`src/rtl/lip_map.svh`:
```
// Register offsets, field positions, reset values and clock ratio of the pin-function block
`ifndef LIP_MAP_SVH
`define LIP_MAP_SVH

// ------------------------------------------------------------
// Register offsets in the I/O page
// ------------------------------------------------------------
`define LIP_ADDR_PORTA 5'h00
`define LIP_ADDR_PORTB 5'h01
`define LIP_ADDR_PORTC 5'h02
`define LIP_ADDR_DDRA 5'h05
`define LIP_ADDR_DDRB 5'h06
`define LIP_ADDR_DDRC 5'h07
`define LIP_ADDR_PULLUP 5'h0A
`define LIP_ADDR_KBD_EN 5'h0B
`define LIP_ADDR_KBD_FLAG 5'h0C
`define LIP_ADDR_MISC 5'h1C

// ------------------------------------------------------------
// Fields of misc_ctrl_reg
// ------------------------------------------------------------
`define LIP_MISC_EXT_SEL 7
`define LIP_MISC_TRIG 6
`define LIP_MISC_LED 5
`define LIP_MISC_WMASK 8'hE0
`define LIP_MISC_RST 8'h80

// ------------------------------------------------------------
// Reset values and clock ratio
// ------------------------------------------------------------
`define LIP_DDR_RST 8'h00
`define LIP_DATA_RST 8'h00
`define LIP_PULLUP_RST 8'h00
`define LIP_KBD_RST 4'h0
`define LIP_OSC_DIV 2
`define LIP_KBD_LINES 4

`endif

```
`src/rtl/lip_pkg.sv`:
```
// Types shared by the pin-function block
package lip_pkg;

  // Interrupt trigger choice
  typedef enum logic {
    LIP_TRIG_EDGE,
    LIP_TRIG_EDGE_LEVEL
  } lip_trig_e;

  // One register access from the CPU
  typedef struct packed {
    logic [4:0] addr;
    logic wr;
    logic rd;
    logic [7:0] wdata;
  } lip_cpu_req_s;

  // Drive of one 8-line port: level and output enable
  typedef struct packed {
    logic [7:0] dout;
    logic [7:0] oe;
  } lip_drive_s;

endpackage

```
`src/rtl/lip_top.sv`:
```
// Pin-function logic: LED/interrupt pin, ports A to C, pull-ups and keyboard flags
//
// How it works
// - Select bit 0 gives LED, 1 gives interrupt
// - Interrupt pin raises request without operating-clock wait
// - Trigger bit picks edge or edge-plus-level
// - LED bit 1 pulls pin low, 0 releases
// - Select and LED bits live at 1C
// - Operating clock is oscillator divided by two
// - Low reset pin restarts everything
// - All port lines are inputs after reset
// - PA1 tone, PA2 capture, PA3 compare shared
// - Port B pull-ups enabled per line
// - PB0 to PB3 raise separately enabled key flags
`timescale 1ns/100ps
`include "lip_map.svh"
module lip_top (
  input wire logic mclk_i,
  input wire logic rst_i,
  input wire logic reset_pin_n_i,
  input wire lip_pkg::lip_cpu_req_s cpu_req_i,
  output logic [7:0] cpu_rdata_o,
  output logic op_en_o,
  input wire logic irq_ack_i,
  output logic irq_req_o,
  input wire logic led_irq_pin_i,
  output logic led_irq_pin_o,
  output logic led_irq_pin_oe_o,
  input wire logic [6:0] pa_pin_i,
  input wire logic [7:0] pb_pin_i,
  input wire logic [7:0] pc_pin_i,
  output lip_pkg::lip_drive_s pa_drv_o,
  output lip_pkg::lip_drive_s pb_drv_o,
  output lip_pkg::lip_drive_s pc_drv_o,
  output logic [7:0] pb_pullup_o,
  output logic [3:0] kbd_flag_o,
  output logic kbd_irq_o,
  input wire logic tone_dac_en_i,
  input wire logic tone_dac_out_i,
  input wire logic timer_cap_en_i,
  output logic timer_capture_in_o,
  input wire logic timer_cmp_en_i,
  input wire logic timer_compare_out_i
);

  // ------------------------------------------------------------
  // Reset and operating-clock enable
  // ------------------------------------------------------------
  logic rst_pin_n_s; // Synchronised reset pin
  logic rst_all; // Combined reset
  logic op_cnt_r; // Divider phase
  logic op_cnt_nxt;
  logic op_en; // One pulse per operating cycle

  // Reset pin is asynchronous to the clock
  lip_sync2 #(.W(1), .RST_VAL(1'b1)) u_rst_sync (.mclk_i(mclk_i), .rst_i(rst_i), .d_i(reset_pin_n_i),
    .q_o(rst_pin_n_s));
  assign rst_all = rst_i | ~rst_pin_n_s;

  // Divider next phase
  always_comb begin
    op_cnt_nxt = (op_cnt_r == 1'(`LIP_OSC_DIV - 1)) ? 1'b0 : op_cnt_r + 1'b1;
  end

  // Divider register
  always_ff @(posedge mclk_i) begin
    if (rst_all) begin
      op_cnt_r <= 1'b0;
    end else begin
      op_cnt_r <= op_cnt_nxt;
    end
  end
  assign op_en = (op_cnt_r == 1'(`LIP_OSC_DIV - 1));

  // ------------------------------------------------------------
  // Register writes
  // ------------------------------------------------------------
  logic wr_en; // Write taken this operating cycle
  logic [7:0] misc_r; // misc_ctrl_reg
  logic [7:0] misc_nxt;
  logic [7:0] pullup_r; // Port B pull-up enables
  logic [7:0] pullup_nxt;
  logic [3:0] kbd_en_r; // Key interrupt enables
  logic [3:0] kbd_en_nxt;
  logic ext_sel; // 1: interrupt input, 0: LED
  lip_pkg::lip_trig_e trig_mode;

  // Accesses are taken only on operating-clock cycles
  assign wr_en = op_en & cpu_req_i.wr;
  assign ext_sel = misc_r[`LIP_MISC_EXT_SEL];
  assign trig_mode = lip_pkg::lip_trig_e'(misc_r[`LIP_MISC_TRIG]);

  // Next control register values
  always_comb begin
    misc_nxt = misc_r;
    pullup_nxt = pullup_r;
    kbd_en_nxt = kbd_en_r;
    if (wr_en) begin
      unique case (cpu_req_i.addr)
        `LIP_ADDR_MISC: misc_nxt = cpu_req_i.wdata & `LIP_MISC_WMASK;
        `LIP_ADDR_PULLUP: pullup_nxt = cpu_req_i.wdata;
        `LIP_ADDR_KBD_EN: kbd_en_nxt = cpu_req_i.wdata[3:0];
        default: misc_nxt = misc_r; // Other offsets leave these alone
      endcase
    end
  end

  // Control registers
  always_ff @(posedge mclk_i) begin
    if (rst_all) begin
      misc_r <= `LIP_MISC_RST;
      pullup_r <= `LIP_PULLUP_RST;
      kbd_en_r <= `LIP_KBD_RST;
    end else begin
      misc_r <= misc_nxt;
      pullup_r <= pullup_nxt;
      kbd_en_r <= kbd_en_nxt;
    end
  end

  // ------------------------------------------------------------
  // Ports
  // ------------------------------------------------------------
  logic [6:0] pa_data, pa_ddr, pa_sync, pa_rd;
  logic [7:0] pb_data, pb_ddr, pb_sync, pb_rd;
  logic [7:0] pc_data, pc_ddr, pc_sync, pc_rd;

  // Port A has seven lines
  lip_port #(.W(7)) u_pa (.mclk_i(mclk_i), .rst_i(rst_all), .wr_data_i(wr_en && cpu_req_i.addr == `LIP_ADDR_PORTA),
    .wr_ddr_i(wr_en && cpu_req_i.addr == `LIP_ADDR_DDRA), .wdata_i(cpu_req_i.wdata[6:0]), .pin_i(pa_pin_i),
    .data_o(pa_data), .ddr_o(pa_ddr), .pin_sync_o(pa_sync), .rd_o(pa_rd));
  lip_port #(.W(8)) u_pb (.mclk_i(mclk_i), .rst_i(rst_all), .wr_data_i(wr_en && cpu_req_i.addr == `LIP_ADDR_PORTB),
    .wr_ddr_i(wr_en && cpu_req_i.addr == `LIP_ADDR_DDRB), .wdata_i(cpu_req_i.wdata), .pin_i(pb_pin_i),
    .data_o(pb_data), .ddr_o(pb_ddr), .pin_sync_o(pb_sync), .rd_o(pb_rd));
  lip_port #(.W(8)) u_pc (.mclk_i(mclk_i), .rst_i(rst_all), .wr_data_i(wr_en && cpu_req_i.addr == `LIP_ADDR_PORTC),
    .wr_ddr_i(wr_en && cpu_req_i.addr == `LIP_ADDR_DDRC), .wdata_i(cpu_req_i.wdata), .pin_i(pc_pin_i),
    .data_o(pc_data), .ddr_o(pc_ddr), .pin_sync_o(pc_sync), .rd_o(pc_rd));

  // ------------------------------------------------------------
  // Pin drive with shared functions
  // ------------------------------------------------------------
  lip_pkg::lip_drive_s pa_nxt, pb_nxt, pc_nxt;
  logic [7:0] pullup_out_nxt;

  // Peripheral functions override the port latch on their lines
  always_comb begin
    pa_nxt.dout = {1'b0, pa_data};
    pa_nxt.oe = {1'b0, pa_ddr};
    if (tone_dac_en_i) begin
      pa_nxt.dout[1] = tone_dac_out_i;
      pa_nxt.oe[1] = 1'b1;
    end
    if (timer_cap_en_i) begin
      pa_nxt.oe[2] = 1'b0;
    end
    if (timer_cmp_en_i) begin
      pa_nxt.dout[3] = timer_compare_out_i;
      pa_nxt.oe[3] = 1'b1;
    end
    pb_nxt.dout = pb_data;
    pb_nxt.oe = pb_ddr;
    pc_nxt.dout = pc_data;
    pc_nxt.oe = pc_ddr;
    pullup_out_nxt = pullup_r & ~pb_ddr;
  end

  // Registered pin drive
  always_ff @(posedge mclk_i) begin
    if (rst_all) begin
      pa_drv_o <= '0;
      pb_drv_o <= '0;
      pc_drv_o <= '0;
      pb_pullup_o <= '0;
      timer_capture_in_o <= 1'b1;
    end else begin
      pa_drv_o <= pa_nxt;
      pb_drv_o <= pb_nxt;
      pc_drv_o <= pc_nxt;
      pb_pullup_o <= pullup_out_nxt;
      timer_capture_in_o <= pa_sync[2];
    end
  end

  // ------------------------------------------------------------
  // LED / interrupt pin
  // ------------------------------------------------------------
  logic irq_s; // Synchronised pin level
  logic irq_prev_r;
  logic irq_fall; // Falling edge seen at full clock rate
  logic edge_r; // Latched edge request
  logic edge_nxt;
  logic irq_nxt;
  logic led_oe_nxt;

  lip_sync2 #(.W(1), .RST_VAL(1'b1)) u_irq_sync (.mclk_i(mclk_i), .rst_i(rst_all), .d_i(led_irq_pin_i),
    .q_o(irq_s));
  assign irq_fall = irq_prev_r & ~irq_s;

  // Runs on every clock, not on op_en, to keep request latency short
  always_comb begin
    if (!ext_sel) begin
      edge_nxt = 1'b0;
    end else if (irq_fall) begin
      edge_nxt = 1'b1;
    end else if (irq_ack_i) begin
      edge_nxt = 1'b0;
    end else begin
      edge_nxt = edge_r;
    end
    irq_nxt = ext_sel & (edge_nxt | (trig_mode == lip_pkg::LIP_TRIG_EDGE_LEVEL & ~irq_s));
    led_oe_nxt = ~ext_sel & misc_r[`LIP_MISC_LED];
  end

  // Interrupt and LED registers
  always_ff @(posedge mclk_i) begin
    if (rst_all) begin
      irq_prev_r <= 1'b1;
      edge_r <= 1'b0;
      irq_req_o <= 1'b0;
      led_irq_pin_oe_o <= 1'b0;
      led_irq_pin_o <= 1'b0; // Open drain: only ever sinks
    end else begin
      irq_prev_r <= irq_s;
      edge_r <= edge_nxt;
      irq_req_o <= irq_nxt;
      led_irq_pin_oe_o <= led_oe_nxt;
      led_irq_pin_o <= 1'b0;
    end
  end

  // ------------------------------------------------------------
  // Keyboard flags
  // ------------------------------------------------------------
  logic [3:0] kb_prev_r;
  logic [3:0] kb_set; // Enabled falling edges
  logic [3:0] kbd_nxt;

  // Write one clears; a new edge in the same cycle wins
  always_comb begin
    kb_set = kb_prev_r & ~pb_sync[3:0] & kbd_en_r;
    kbd_nxt = kbd_flag_o;
    if (wr_en && cpu_req_i.addr == `LIP_ADDR_KBD_FLAG) begin
      kbd_nxt = kbd_nxt & ~cpu_req_i.wdata[3:0];
    end
    kbd_nxt = kbd_nxt | kb_set;
  end

  // Keyboard registers
  always_ff @(posedge mclk_i) begin
    if (rst_all) begin
      kb_prev_r <= 4'hF;
      kbd_flag_o <= `LIP_KBD_RST;
      kbd_irq_o <= 1'b0;
    end else begin
      kb_prev_r <= pb_sync[3:0];
      kbd_flag_o <= kbd_nxt;
      kbd_irq_o <= |kbd_nxt;
    end
  end

  // ------------------------------------------------------------
  // Read data
  // ------------------------------------------------------------
  logic [7:0] rd_val;
  logic [7:0] rdata_nxt;

  // Unmapped offsets read zero
  always_comb begin
    unique case (cpu_req_i.addr)
      `LIP_ADDR_PORTA: rd_val = {1'b0, pa_rd};
      `LIP_ADDR_PORTB: rd_val = pb_rd;
      `LIP_ADDR_PORTC: rd_val = pc_rd;
      `LIP_ADDR_DDRA: rd_val = {1'b0, pa_ddr};
      `LIP_ADDR_DDRB: rd_val = pb_ddr;
      `LIP_ADDR_DDRC: rd_val = pc_ddr;
      `LIP_ADDR_PULLUP: rd_val = pullup_r;
      `LIP_ADDR_KBD_EN: rd_val = {4'h0, kbd_en_r};
      `LIP_ADDR_KBD_FLAG: rd_val = {4'h0, kbd_flag_o};
      `LIP_ADDR_MISC: rd_val = misc_r;
      default: rd_val = 8'h00;
    endcase
    rdata_nxt = (op_en & cpu_req_i.rd) ? rd_val : cpu_rdata_o;
  end

  // Read data and enable out
  always_ff @(posedge mclk_i) begin
    if (rst_all) begin
      cpu_rdata_o <= 8'h00;
      op_en_o <= 1'b0;
    end else begin
      cpu_rdata_o <= rdata_nxt;
      op_en_o <= op_cnt_nxt == 1'(`LIP_OSC_DIV - 1);
    end
  end
endmodule

```
`src/rtl/lip_sync2.sv`:
```
// Two-flop synchroniser for pin levels
`timescale 1ns/100ps
module lip_sync2 #(
  parameter int W = 1,
  parameter logic [W-1:0] RST_VAL = '1
) (
  input wire logic mclk_i,
  input wire logic rst_i,
  input wire logic [W-1:0] d_i,
  output logic [W-1:0] q_o
);

  logic [W-1:0] meta_r; // First stage, read only by q_o

  // Pins idle high, so reset to the idle level to avoid false edges
  always_ff @(posedge mclk_i) begin
    if (rst_i) begin
      meta_r <= RST_VAL;
      q_o <= RST_VAL;
    end else begin
      meta_r <= d_i;
      q_o <= meta_r;
    end
  end

endmodule

```
`src/rtl/lip_port.sv`:
```
// One general-purpose port: data latch, direction register and synchronised pins
`timescale 1ns/100ps
module lip_port #(
  parameter int W = 8
) (
  input wire logic mclk_i,
  input wire logic rst_i,
  input wire logic wr_data_i,
  input wire logic wr_ddr_i,
  input wire logic [W-1:0] wdata_i,
  input wire logic [W-1:0] pin_i,
  output logic [W-1:0] data_o,
  output logic [W-1:0] ddr_o,
  output logic [W-1:0] pin_sync_o,
  output logic [W-1:0] rd_o
);

  logic [W-1:0] data_nxt; // Next output latch
  logic [W-1:0] ddr_nxt; // Next direction

  // Pins come from outside the clock domain
  lip_sync2 #(.W(W), .RST_VAL('1)) u_sync (
    .mclk_i(mclk_i),
    .rst_i(rst_i),
    .d_i(pin_i),
    .q_o(pin_sync_o)
  );

  // Next values of latch and direction
  always_comb begin
    data_nxt = wr_data_i ? wdata_i : data_o;
    ddr_nxt = wr_ddr_i ? wdata_i : ddr_o;
  end

  // Every line comes up as an input
  always_ff @(posedge mclk_i) begin
    if (rst_i) begin
      data_o <= W'(`LIP_DATA_RST);
      ddr_o <= W'(`LIP_DDR_RST);
    end else begin
      data_o <= data_nxt;
      ddr_o <= ddr_nxt;
    end
  end

  // Outputs read back the latch, inputs read the pin
  assign rd_o = (ddr_o & data_o) | (~ddr_o & pin_sync_o);

endmodule

```
`config.mk`:
```
export PLATFORM = sky130hd
export DESIGN_NAME = lip_top
export DESIGN_NICKNAME = d
export VERILOG_FILES = /design/src/rtl/lip_pkg.sv /design/src/rtl/lip_top.sv /design/src/rtl/lip_sync2.sv /design/src/rtl/lip_port.sv
export VERILOG_INCLUDE_DIRS = /design/src /design/src/rtl
export SDC_FILE = /design/constraint.sdc
export NUM_CORES = 1
export LEC_CHECK = 0
export BUFFER_PORTS_ARGS = -buffer_cell sky130_fd_sc_hd__buf_2
export CORE_MARGIN = 2
export CORE_UTILIZATION = 40
export CTS_CLUSTER_DIAMETER = 60
export DETAILED_ROUTE_END_ITERATION = 10
export PLACE_DENSITY = 0.67
export SLEW_MARGIN = 20
export SYNTH_ARGS = -nofsm -noshare
export SYNTH_HDL_FRONTEND = slang
export SYNTH_SLANG_ARGS = --single-unit
```
`constraint.sdc`:
```
create_clock -name mclk_i -period 2.7 [get_ports mclk_i]
set_input_delay 0.54 -clock mclk_i [delete_from_list [all_inputs] [get_ports mclk_i]]
set_output_delay 0.54 -clock mclk_i [all_outputs]
set_load 0.02 [all_outputs]
```
==> flow_metrics.tcl, run 1 <==
set metrics [dict create \
    status "completed" \
    worst_slew_pin_slew_ns 0.704 \
    worstSetupPathType "input pin to register" \
    syn-cell-area_sq_mm 0.00684 \
    layout.nets 809 \
    cts_buffers 17 \
    synth_warnings 0 \
    io_buffers 118 \
    clkSinkCount 188 \
    core_area_sq_mm 0.0166 \
    yosys.area.top_type "dfxtp_1" \
    gr-usage-met1_pct 24.1 \
    dpl.hpwl_mm 11.7 \
    post_route_cells_drive_above_1_share_pct 24.4 \
    internal_power_mw 4.20 \
    synth_xor_area_share_pct 0.128 \
    ctsHoldBuffers 0 \
    cp.required_ns 3.01 \
    syn_to_final_growth_pct 18.6 \
    gp_congestion 0.914 \
    grt_pass1_wl_mm 25.9 \
    min_period_ns 1.88 \
    postCtsSetupBuffers 0 \
    p_seq_share_pct 51.7 \
    top_usage_layer "met2" \
    leakagePower_nw 3.56 \
    antenna_cells 0 \
    die_area_sq_mm 0.0182 \
    ctsResizeCount 0 \
    grt_max_degree 98 \
    comb_power_share_pct 5.2 \
    finalSetupTns_ns 0 \
    min_path_type "input pin to register" \
    grt_usage_pct 18.6 \
    synth_compound_area_share_pct 5.22 \
    largestRegisters "pb_drv_o (16), pc_drv_o (16), pa_drv_o (14)" \
    overflow 0 \
    drt_wl_total_mm 16.4 \
    clkLatencyLatePin_ns 0.43 \
    p_sw_mw 1.27 \
    synthAdderAreaFrac_pct 0 \
    synth.area.mux_share_pct 11.6 \
    antenna_found_initial 0 \
    avgSynthCellArea_sq_um 10.4 \
    cts_buffer_depth 2 \
    clock_skew_ns 0.00917 \
    cts-root-buf "clkbuf_16" \
    gr-usage-met3_pct 4.47 \
    synth_top_family_by_area "simple AND/OR/NAND/NOR gates" \
    max_cap_viol_count 0 \
    dpl_cell_area_sq_mm 0.00756 \
    slew_viol_final 0 \
    netlist_top_cells_area "dfxtp_1 (55%), mux2i_1 (9.7%), nand2b_1 (4.8%)" \
    cts_tree "done" \
    power_density_mw_per_mm2 675 \
    vdd_ir_drop_max_mv 0.445 \
    synthCells 657 \
    yosys.area_share.simple_pct 23.9 \
    final_area_sq_mm 0.00811 \
    drt-wirelength-per-cell_um 16.5 \
    fmax_mhz 532 \
    drtIter0Drc 400 \
    num_vias 4943 \
    rows 47 \
    htreeDepth 4 \
    start_util_pct 41.1 \
    die_h_um 135 \
    arrival_ns 2.19 \
    maxSlewHeadroom_pct 53.0 \
    endpoint_kind "register" \
    routed_via_density 4.97 \
    power.share.clock_pct 43.1 \
    synth-seq-cells 188 \
    final_antenna_net_count 0 \
    clkTransAtPathRegs_ns 0.07 \
    pin_count 122 \
    die_w_um 135 \
    synth.distinct_cells 54 \
    finalSetupViolCount 0 \
    grt_pass1_vias 4801 \
    ys_seq_area_share_pct 55.0 \
    drcViolationCount 0 \
    finalCritPeriodShare_pct 69.7 \
    hold_viol 0 \
    use_met2_pct 30.9 \
    rsz0062_at_grt "no" \
    cp_max_fo 19 \
    startpoint_type "input pin" \
    swShare_pct 23.3 \
    synth_top_area_share_pct 55.0 \
    drt_pass1_iterations 5 \
]
-- critical path, cell delays in order --
cell	delay, ns
buf_2	0.21
nor2b_4	0.51
nand2_1	0.27
nor2_4	0.35
mux2i_1	0.24
nor2_1	0.06
-- per-stage QoR --
stage	utilization, %	std cells	hold slack, ns	power (mW)	setup slack, ns
floorplan	-	659	0.386	3.08	0.950
global placement	45.4	962	0.389	3.18	0.400
detailed placement	45.4	962	0.392	3.18	0.382
CTS	48.7	994	0.247	5.53	0.839
global route	48.7	994	0.256	5.68	0.684
finish	48.7	994	0.269	5.48	0.819
-- layout make-up --
class,count,area (sq um)
tap,220,275
timing repair buffer,127,683
clock buffer,21,440
fill,1581,8530
inverter,5,18.8
sequential,188,3760
multi-input combinational,422,2820
clock inverter,11,113
-- placed cells by master, fill, tap and decap left out, drive strengths merged, types with 4 or more instances in the layout --
cell and instances:
a2111oi 4, a21oi 10, a32oi 9, and2 46, and3 4, buf 127, clkbuf 21, clkinvlp 4
dfxtp 188, inv 8, mux2 12, mux2i 66, nand2 30, nand2b 53, nand3 26, nand4 9
nor2 81, nor2b 4, nor3 13, nor3b 14, o2111ai 5, o21ai 7
-- cell families (layout without fill, tap and decap cells) --
logic type	after synthesis	count (layout)
AO/OA/AOI/OAI	49	49
XOR/XNOR	1	1
buffers and inverters	49	164
flip-flops	188	188
multiplexers	78	78
other	1	3
AND/OR/NAND/NOR	291	291
-- final timing paths --
check / from / endpoint / slack [ns] / depth (start not counted)
worst min register to register: u_irq_sync.meta_r$_SDFF_PP1_ / u_irq_sync.q_o$_SDFF_PP1_ / 0.41 / 1
worst min-delay path: timer_cap_en_i / pa_drv_o[2]$_SDFF_PP0_ / 0.27 / 2
worst max register to register: u_pa.ddr_o[3]$_SDFFE_PP0P_ / cpu_rdata_o[3]$_SDFFE_PP0P_ / 0.90 / 5
worst max-delay path: cpu_req_i[11] / u_pc.ddr_o[7]$_SDFFE_PP0P_ / 0.82 / 6
-- power by group through the flow --
stage / registers, mW / clock network (mW) / logic, mW
2_1_floorplan: 2.90 / 0 / 0.185
3_3_place_gp: 2.90 / 0 / 0.281
3_5_place_dp: 2.90 / 0 / 0.283
4_1_cts: 2.83 / 2.42 / 0.284
5_1_grt: 2.84 / 2.53 / 0.310
6_report: 2.83 / 2.36 / 0.283
-- cell usage after synthesis, drive strengths merged --
master   instances
o31ai            2
nor2b            4
nor3            13
nand4b           2
dfxtp          188
a22oi            1
a2111oi          4
o22ai            1
or2              2
and3             4
buf             18
clkbuf          26
a41oi            1
and3b            2
and4bb           1
nor2            81
o21bai           1
a32oi            9
o211ai           2
o2111ai          5
a31o             1
nor3b           14
conb             1
a311oi           2
a21oi           10
mux2            12
o21ai            7
nand2b          53
nand3b           2
nor4             1
nand4            9
xor2             1
a22o             2
mux2i           66
nand3           26
and2            46
a222oi           1
nor4b            1
nand2           30
inv              5
-- routing by layer --
metal,vias to the layer above,share of wire (%)
met4,0,1.3
met3,19,5.3
met1,2329,45
met5,-,0
li1,2434,-
met2,161,48
Note: power is estimated with default switching activity, not from simulation.
==> run 2: changes to the inputs <==
Settings changed: ABC_AREA set to 1, PLACE_DENSITY 0.67 to 0.7.
Clock period 2.7 ns to 1.5 ns, I/O delays scaled along.
==> run 2 against run 1 <==
Effect of this change: sequential share of layout area decreased by 1.2 points; combinational power up 110%; non-clock buffer count increased by 36; final area is 2.7% higher; sequential power increased by 81%; register-to-register slack got worse by 0.80 ns.
==> flow_metrics.tcl, run 2 <==
set metrics [dict create \
    io_buffers 118 \
    power_mw 10.4 \
    hold_viol 0 \
    startpoint_type "register" \
    routed_via_density 4.73 \
    drtIter0Drc 387 \
    r2r_start "op_en_o$_SDFF_PP0_" \
    die_area_sq_mm 0.0176 \
    worstSetupPathType "register to register" \
    antenna_cells 0 \
    vdd_ir_drop_max_mv 0.798 \
    leakagePower_nw 3.71 \
    gp_congestion 0.946 \
    status "completed" \
    fmax_mhz 716 \
    pin_count 122 \
    fill_cells 1593 \
    cp.required_ns 1.81 \
    dp_cells 1166 \
    netlist_top_cells_area "dfxtp_1 (57%), nand2_1 (7.0%), nor2_1 (5.8%)" \
    max_cap_viol_count 0 \
    fin_util_pct 50.9 \
    mostFrequentLayoutCells "dfxtp_1 (188), nand2_1 (122), buf_2 (118), nor2_1 (103), inv_1 (82)" \
    grt_usage_pct 20.7 \
    reg2reg_to "u_pa.data_o[0]$_SDFFE_PP0P_" \
    ctsResizeCount 0 \
    cp_max_fo 11 \
    grt_pass1_vias 5247 \
    antenna_found_initial 0 \
    async_flop_share_pct 0 \
    num_vias 5660 \
    min_path_type "input pin to register" \
    endpoint_kind "register" \
    final_cells 1197 \
    layout.nets 1013 \
    power.share.clock_pct 45.3 \
    layout_commonest_cell "dfxtp_1" \
    drt_pass1_iterations 7 \
    p_sw_mw 2.31 \
    die_w_um 133 \
    synth-seq-cells 188 \
    drt-wirelength-per-cell_um 14.9 \
    arrival_ns 1.71 \
    setup_ws_ns 0.103 \
    clkSinkCount 188 \
    dpl.hpwl_mm 12.9 \
    ctsHoldBuffers 0 \
    place_worst_setup_slack_ns -0.162 \
    clock_skew_ns 0.00821 \
    postCtsSetupBuffers 0 \
    synthFlopType "dfxtp_1" \
    avgSynthCellArea_sq_um 8.14 \
    drcViolationCount 0 \
    finalCritPeriodShare_pct 93.2 \
    synth_top_area_share_pct 56.9 \
    ys_top_cells_by_count "dfxtp_1 (188), nand2_1 (124), nor2_1 (103)" \
    die_h_um 133 \
    regToRegSetupSlack_ns 0.10 \
    cts-root-buf "clkbuf_16" \
    synth.distinct_cells 26 \
    comb_power_share_pct 5.7 \
    clkLatencyLatePin_ns 0.43 \
    cp-startpoint "op_en_o$_SDFF_PP0_" \
    synth_warnings 0 \
    cts_tree "done" \
    overflow 0 \
    ff2ff_path_depth 6 \
    htreeDepth 4 \
    yosys.cell_count.top_type "dfxtp_1" \
    drt_wl_total_mm 17.8 \
    post_route_cells_drive_above_1_share_pct 27.2 \
    clkTransAtPathRegs_ns 0.07 \
    largestRegisters "pb_drv_o (16), pc_drv_o (16), pa_drv_o (14)" \
    syn-cell-area_sq_mm 0.00661 \
    synth_edf_count 0 \
    syn_to_final_growth_pct 25.9 \
    swShare_pct 22.2 \
    slew_viol_final 0 \
    synthCells 813 \
    cts_buffers 17 \
    grt_max_degree 69 \
    finalSetupViolCount 0 \
    core_area_sq_mm 0.0163 \
    rsz0062_at_grt "no" \
    rows 47 \
    start_util_pct 40.5 \
    final_antenna_net_count 0 \
    yosys.area.top_type "dfxtp_1" \
    ys_seq_area_share_pct 56.9 \
    power_density_mw_per_mm2 1250 \
    internal_power_mw 8.12 \
    min_period_ns 1.40 \
    p_seq_share_pct 49.0 \
    grt_pass1_wl_mm 27.9 \
    cts_buffer_depth 2 \
    critPathCapture "u_pa.data_o[0]$_SDFFE_PP0P_" \
]
[run 2: cell types whose count changed after synthesis, sizes merged, moves of 48 or more]
cell    change
nand2b     -53
nand2      +96
o21ai      +68
inv        +85
mux2i      -66
or2        +48
a21oi      +67
[run 2: power by group through the flow]
stage          Sequential [mW]  Clock (mW)  Combinational [mW]
2_1_floorplan             5.23           0               0.299
3_3_place_gp              5.22           0               0.586
3_5_place_dp              5.22           0               0.589
4_1_cts                   5.11        4.83               0.593
5_1_grt                   5.11        5.03               0.658
6_report                  5.11        4.72               0.594
[run 2: final cells by class]
cell class	instances	area (sq um)	area share [%]
inverter	91	343	4.12
multi-input combinational	504	2380	28.5
tap	220	275	3.30
sequential	188	3760	45.2
clock inverter	12	185	2.22
timing repair buffer	163	953	11.4
clock buffer	19	433	5.20
[run 2: logic make-up after synthesis]
kind of cell	Yosys count	synth area share, %
AND/OR/NAND/NOR	345	23.6
other	1	0.0567
buffers and inverters	123	7.51
AO/OA/AOI/OAI	156	11.9
flip-flops	188	56.9
[run 2: worst min-delay path by stage]
stage | from | end | slack, ns | cells after the start
floorplan | timer_cap_en_i | pa_drv_o[2]$_SDFF_PP0_ | 0.38 | 1
global placement | u_rst_sync.meta_r$_SDFF_PP1_ | u_rst_sync.q_o$_SDFF_PP1_ | 0.39 | 1
detailed placement | u_rst_sync.meta_r$_SDFF_PP1_ | u_rst_sync.q_o$_SDFF_PP1_ | 0.40 | 1
CTS | timer_cap_en_i | pa_drv_o[2]$_SDFF_PP0_ | 0.008 | 2
global route | timer_cap_en_i | pa_drv_o[2]$_SDFF_PP0_ | 0.02 | 2
finish | timer_cap_en_i | pa_drv_o[2]$_SDFF_PP0_ | 0.02 | 2
[run 2: layer usage]
| metal | vias up | track usage, % | wire [um] |
|---|---|---|---|
| li1 | 2885 | - | - |
| met2 | 182 | 32.9 | 8390 |
| met4 | 0 | 8.00 | 430 |
| met1 | 2562 | 27.5 | 7960 |
| met3 | 31 | 4.75 | 1050 |
| met5 | - | 0 | 0 |
[run 2: metrics by stage]
stage	hold slack, ns	cell area, sq um	setup TNS (ns)
6_report	0.0216	8330	0
5_1_grt	0.0207	8330	0
4_1_cts	0.00823	8320	0
3_5_place_dp	0.397	7700	-3.12
3_3_place_gp	0.393	7700	-2.53
2_1_floorplan	0.377	6620	0
[run 2: worst max-delay path, stage by stage, from the launching register on]
cell and delay, ns:
dfxtp_1 0.34, nand2_2 0.15, buf_4 0.18, nor2_1 0.14
inv_1 0.19, o21ai_0 0.22, a21oi_1 0.06
==> run 3: changes to the inputs <==
Settings changed: BUFFER_PORTS_ARGS -buffer_cell sky130_fd_sc_hd__buf_2 to not set, CORE_MARGIN 2 to 8, DONT_BUFFER_PORTS set to 1, PLACE_DENSITY 0.7 to 0.63, TNS_END_PERCENT set to 100.
==> run 3 against run 2 <==
Effect of this change: clock skew fell by 0.0015 ns; first-iteration DRC count rose by 17%; sequential cell count did not move; wire length rose by 0.36%; non-clock buffer count fell by 102; final area fell by 4.5%; power fell by 1.2%; die area rose by 19%; critical path depth rose by 2; sequential power barely moved; register-to-register slack barely moved; clock-buffer cell count did not move.
==> flow_metrics.tcl, run 3 (synthesis gave the netlist of run 2 again) <==
set metrics [dict create \
    drt-wirelength-per-cell_um 16.3 \
    clkSinkCount 188 \
    drtIter0Drc 452 \
    overflow 0 \
    p_sw_mw 2.30 \
    layout.area.seq_sq_mm 0.00376 \
    internal_power_mw 8.00 \
    antenna_cells 0 \
    finalCritPeriodShare_pct 93.8 \
    fmax_mhz 711 \
    die_h_um 145 \
    final_cells 1096 \
    regToRegSetupSlack_ns 0.09 \
    finalSetupTns_ns 0 \
    holdPathStages 2 \
    vdd_ir_drop_max_mv 0.792 \
    cts_buffers 17 \
    layout.nets 911 \
    cts-root-buf "clkbuf_16" \
    num_vias 5196 \
    drt_pass1_iterations 5 \
    hold_viol 0 \
    r2r_start "u_pb.ddr_o[5]$_SDFFE_PP0P_" \
    rows 47 \
    grt_max_degree 69 \
    leakagePower_nw 3.20 \
    io_buffers 0 \
    clock_skew_ns 0.00672 \
    holdPathEnd "u_pa.data_o[1]$_SDFFE_PP0P_" \
    postCtsSetupBuffers 0 \
    routed_via_density 4.74 \
    gp_congestion 0.854 \
    die_w_um 145 \
    startpoint_type "register" \
    ff2ff_path_depth 8 \
    rsz0062_at_grt "no" \
    min_period_ns 1.41 \
    fill_cells 1610 \
    die_area_sq_mm 0.0209 \
    fin_hold_ws_ns 0.0124 \
    min_path_type "input pin to register" \
    start_util_pct 40.5 \
    worstSetupPathType "register to register" \
    endpoint_kind "register" \
    dp_cells 1033 \
    slew_viol_final 0 \
    drt_wl_total_mm 17.9 \
    antenna_found_initial 0 \
    p_seq_share_pct 49.7 \
    pin_count 122 \
    min_from "cpu_req_i[1]" \
    mostFrequentLayoutCells "dfxtp_1 (188), nand2_1 (123), nor2_1 (103), inv_1 (81), a21oi_1 (77)" \
    arrival_ns 1.77 \
    htreeDepth 4 \
    grt_pass1_wl_mm 27.6 \
    syn_to_final_growth_pct 20.3 \
    power_density_mw_per_mm2 1290 \
    largestRegisters "pb_drv_o (16), pc_drv_o (16), pa_drv_o (14)" \
    dpl.hpwl_mm 13.0 \
    power.share.clock_pct 45.6 \
    clkTransAtPathRegs_ns 0.07 \
    cts_tree "done" \
    max_cap_viol_count 0 \
    comb_power_share_pct 4.7 \
    swShare_pct 22.3 \
    core_area_sq_mm 0.0163 \
    cp_max_fo 4 \
    multi_input_area_sq_mm 0.00237 \
    cts_buffer_depth 2 \
    drcViolationCount 0 \
    reg2reg_to "cpu_rdata_o[5]$_SDFFE_PP0P_" \
    cp.required_ns 1.87 \
    finalSetupViolCount 0 \
    layout_commonest_cell "dfxtp_1" \
    grt_usage_pct 17.5 \
    power_mw 10.3 \
    status "completed" \
    post_route_cells_drive_above_1_share_pct 15.3 \
    final_antenna_net_count 0 \
    grt_pass1_vias 5092 \
    clkLatencyLatePin_ns 0.43 \
]
## run 3: cell type report
cell class,count,area share (%)
Timing Repair Buffer,61,7.36
Inverter,91,4.31
Clock inverter,13,2.25
Multi-Input combinational cell,504,29.8
Sequential cell,188,47.3
Clock buffer,19,5.57
Tap cell,220,3.46
## run 3: what timing repair did
| action | 4_1_cts | 5_1_grt |
|---|---|---|
| resized for setup | 0 | 1 |
| hold endpoints to repair | 30 | 0 |
| setup endpoints to repair | 0 | 6 |
| hold buffers | 31 | 0 |
## run 3: critical path, stage by stage (launching register included)
cell	delay, ns
dfxtp_1	0.44
inv_1	0.13
o21ai_0	0.34
nand2_1	0.10
nand2_1	0.07
nor2_1	0.05
nand2_1	0.07
nand2_1	0.05
a21oi_1	0.11
## run 3: power by group through the flow
stage               registers, mW  logic (mW)  clock network (mW)
floorplan                    5.23       0.299                   0
detailed placement           5.24       0.421                   0
finish                       5.13       0.482                4.70
CTS                          5.13       0.487                4.79
global placement             5.24       0.419                   0
global route                 5.13       0.540                5.01
## run 3: metrics by stage
stage          util (%)  cell area (sq um)  worst slack [ns]
2_1_floorplan         -               6620             0.105
3_3_place_gp       43.0               7030            0.0204
3_5_place_dp       43.0               7030            0.0329
4_1_cts            48.7               7960            0.0752
5_1_grt            48.7               7960           0.00126
6_report           48.7               7960            0.0930
## run 3: per-layer routing
metal,vias up,track usage (%),share of wire [%]
li1,2674,-,-
met1,2344,21.8,45
met2,149,27.7,45
met3,29,5.61,7.6
met4,0,6.90,2.3
met5,-,0,0
## run 3: worst max-delay path by stage
stage                          startpoint  cells past startpoint                     endpoint  slack (ns)
6_report       u_pb.ddr_o[5]$_SDFFE_PP0P_                      8  cpu_rdata_o[5]$_SDFFE_PP0P_        0.09
5_1_grt                op_en_o$_SDFF_PP0_                      5     kbd_en_r[0]$_SDFFE_PP0P_       0.001
4_1_cts                op_en_o$_SDFF_PP0_                      6   u_pc.ddr_o[0]$_SDFFE_PP0P_        0.08
3_5_place_dp                cpu_req_i[14]                      8   u_pa.ddr_o[2]$_SDFFE_PP0P_        0.03
3_3_place_gp                cpu_req_i[14]                     10  cpu_rdata_o[2]$_SDFFE_PP0P_        0.02
2_1_floorplan          op_en_o$_SDFF_PP0_                      6     pullup_r[6]$_SDFFE_PP0P_        0.10
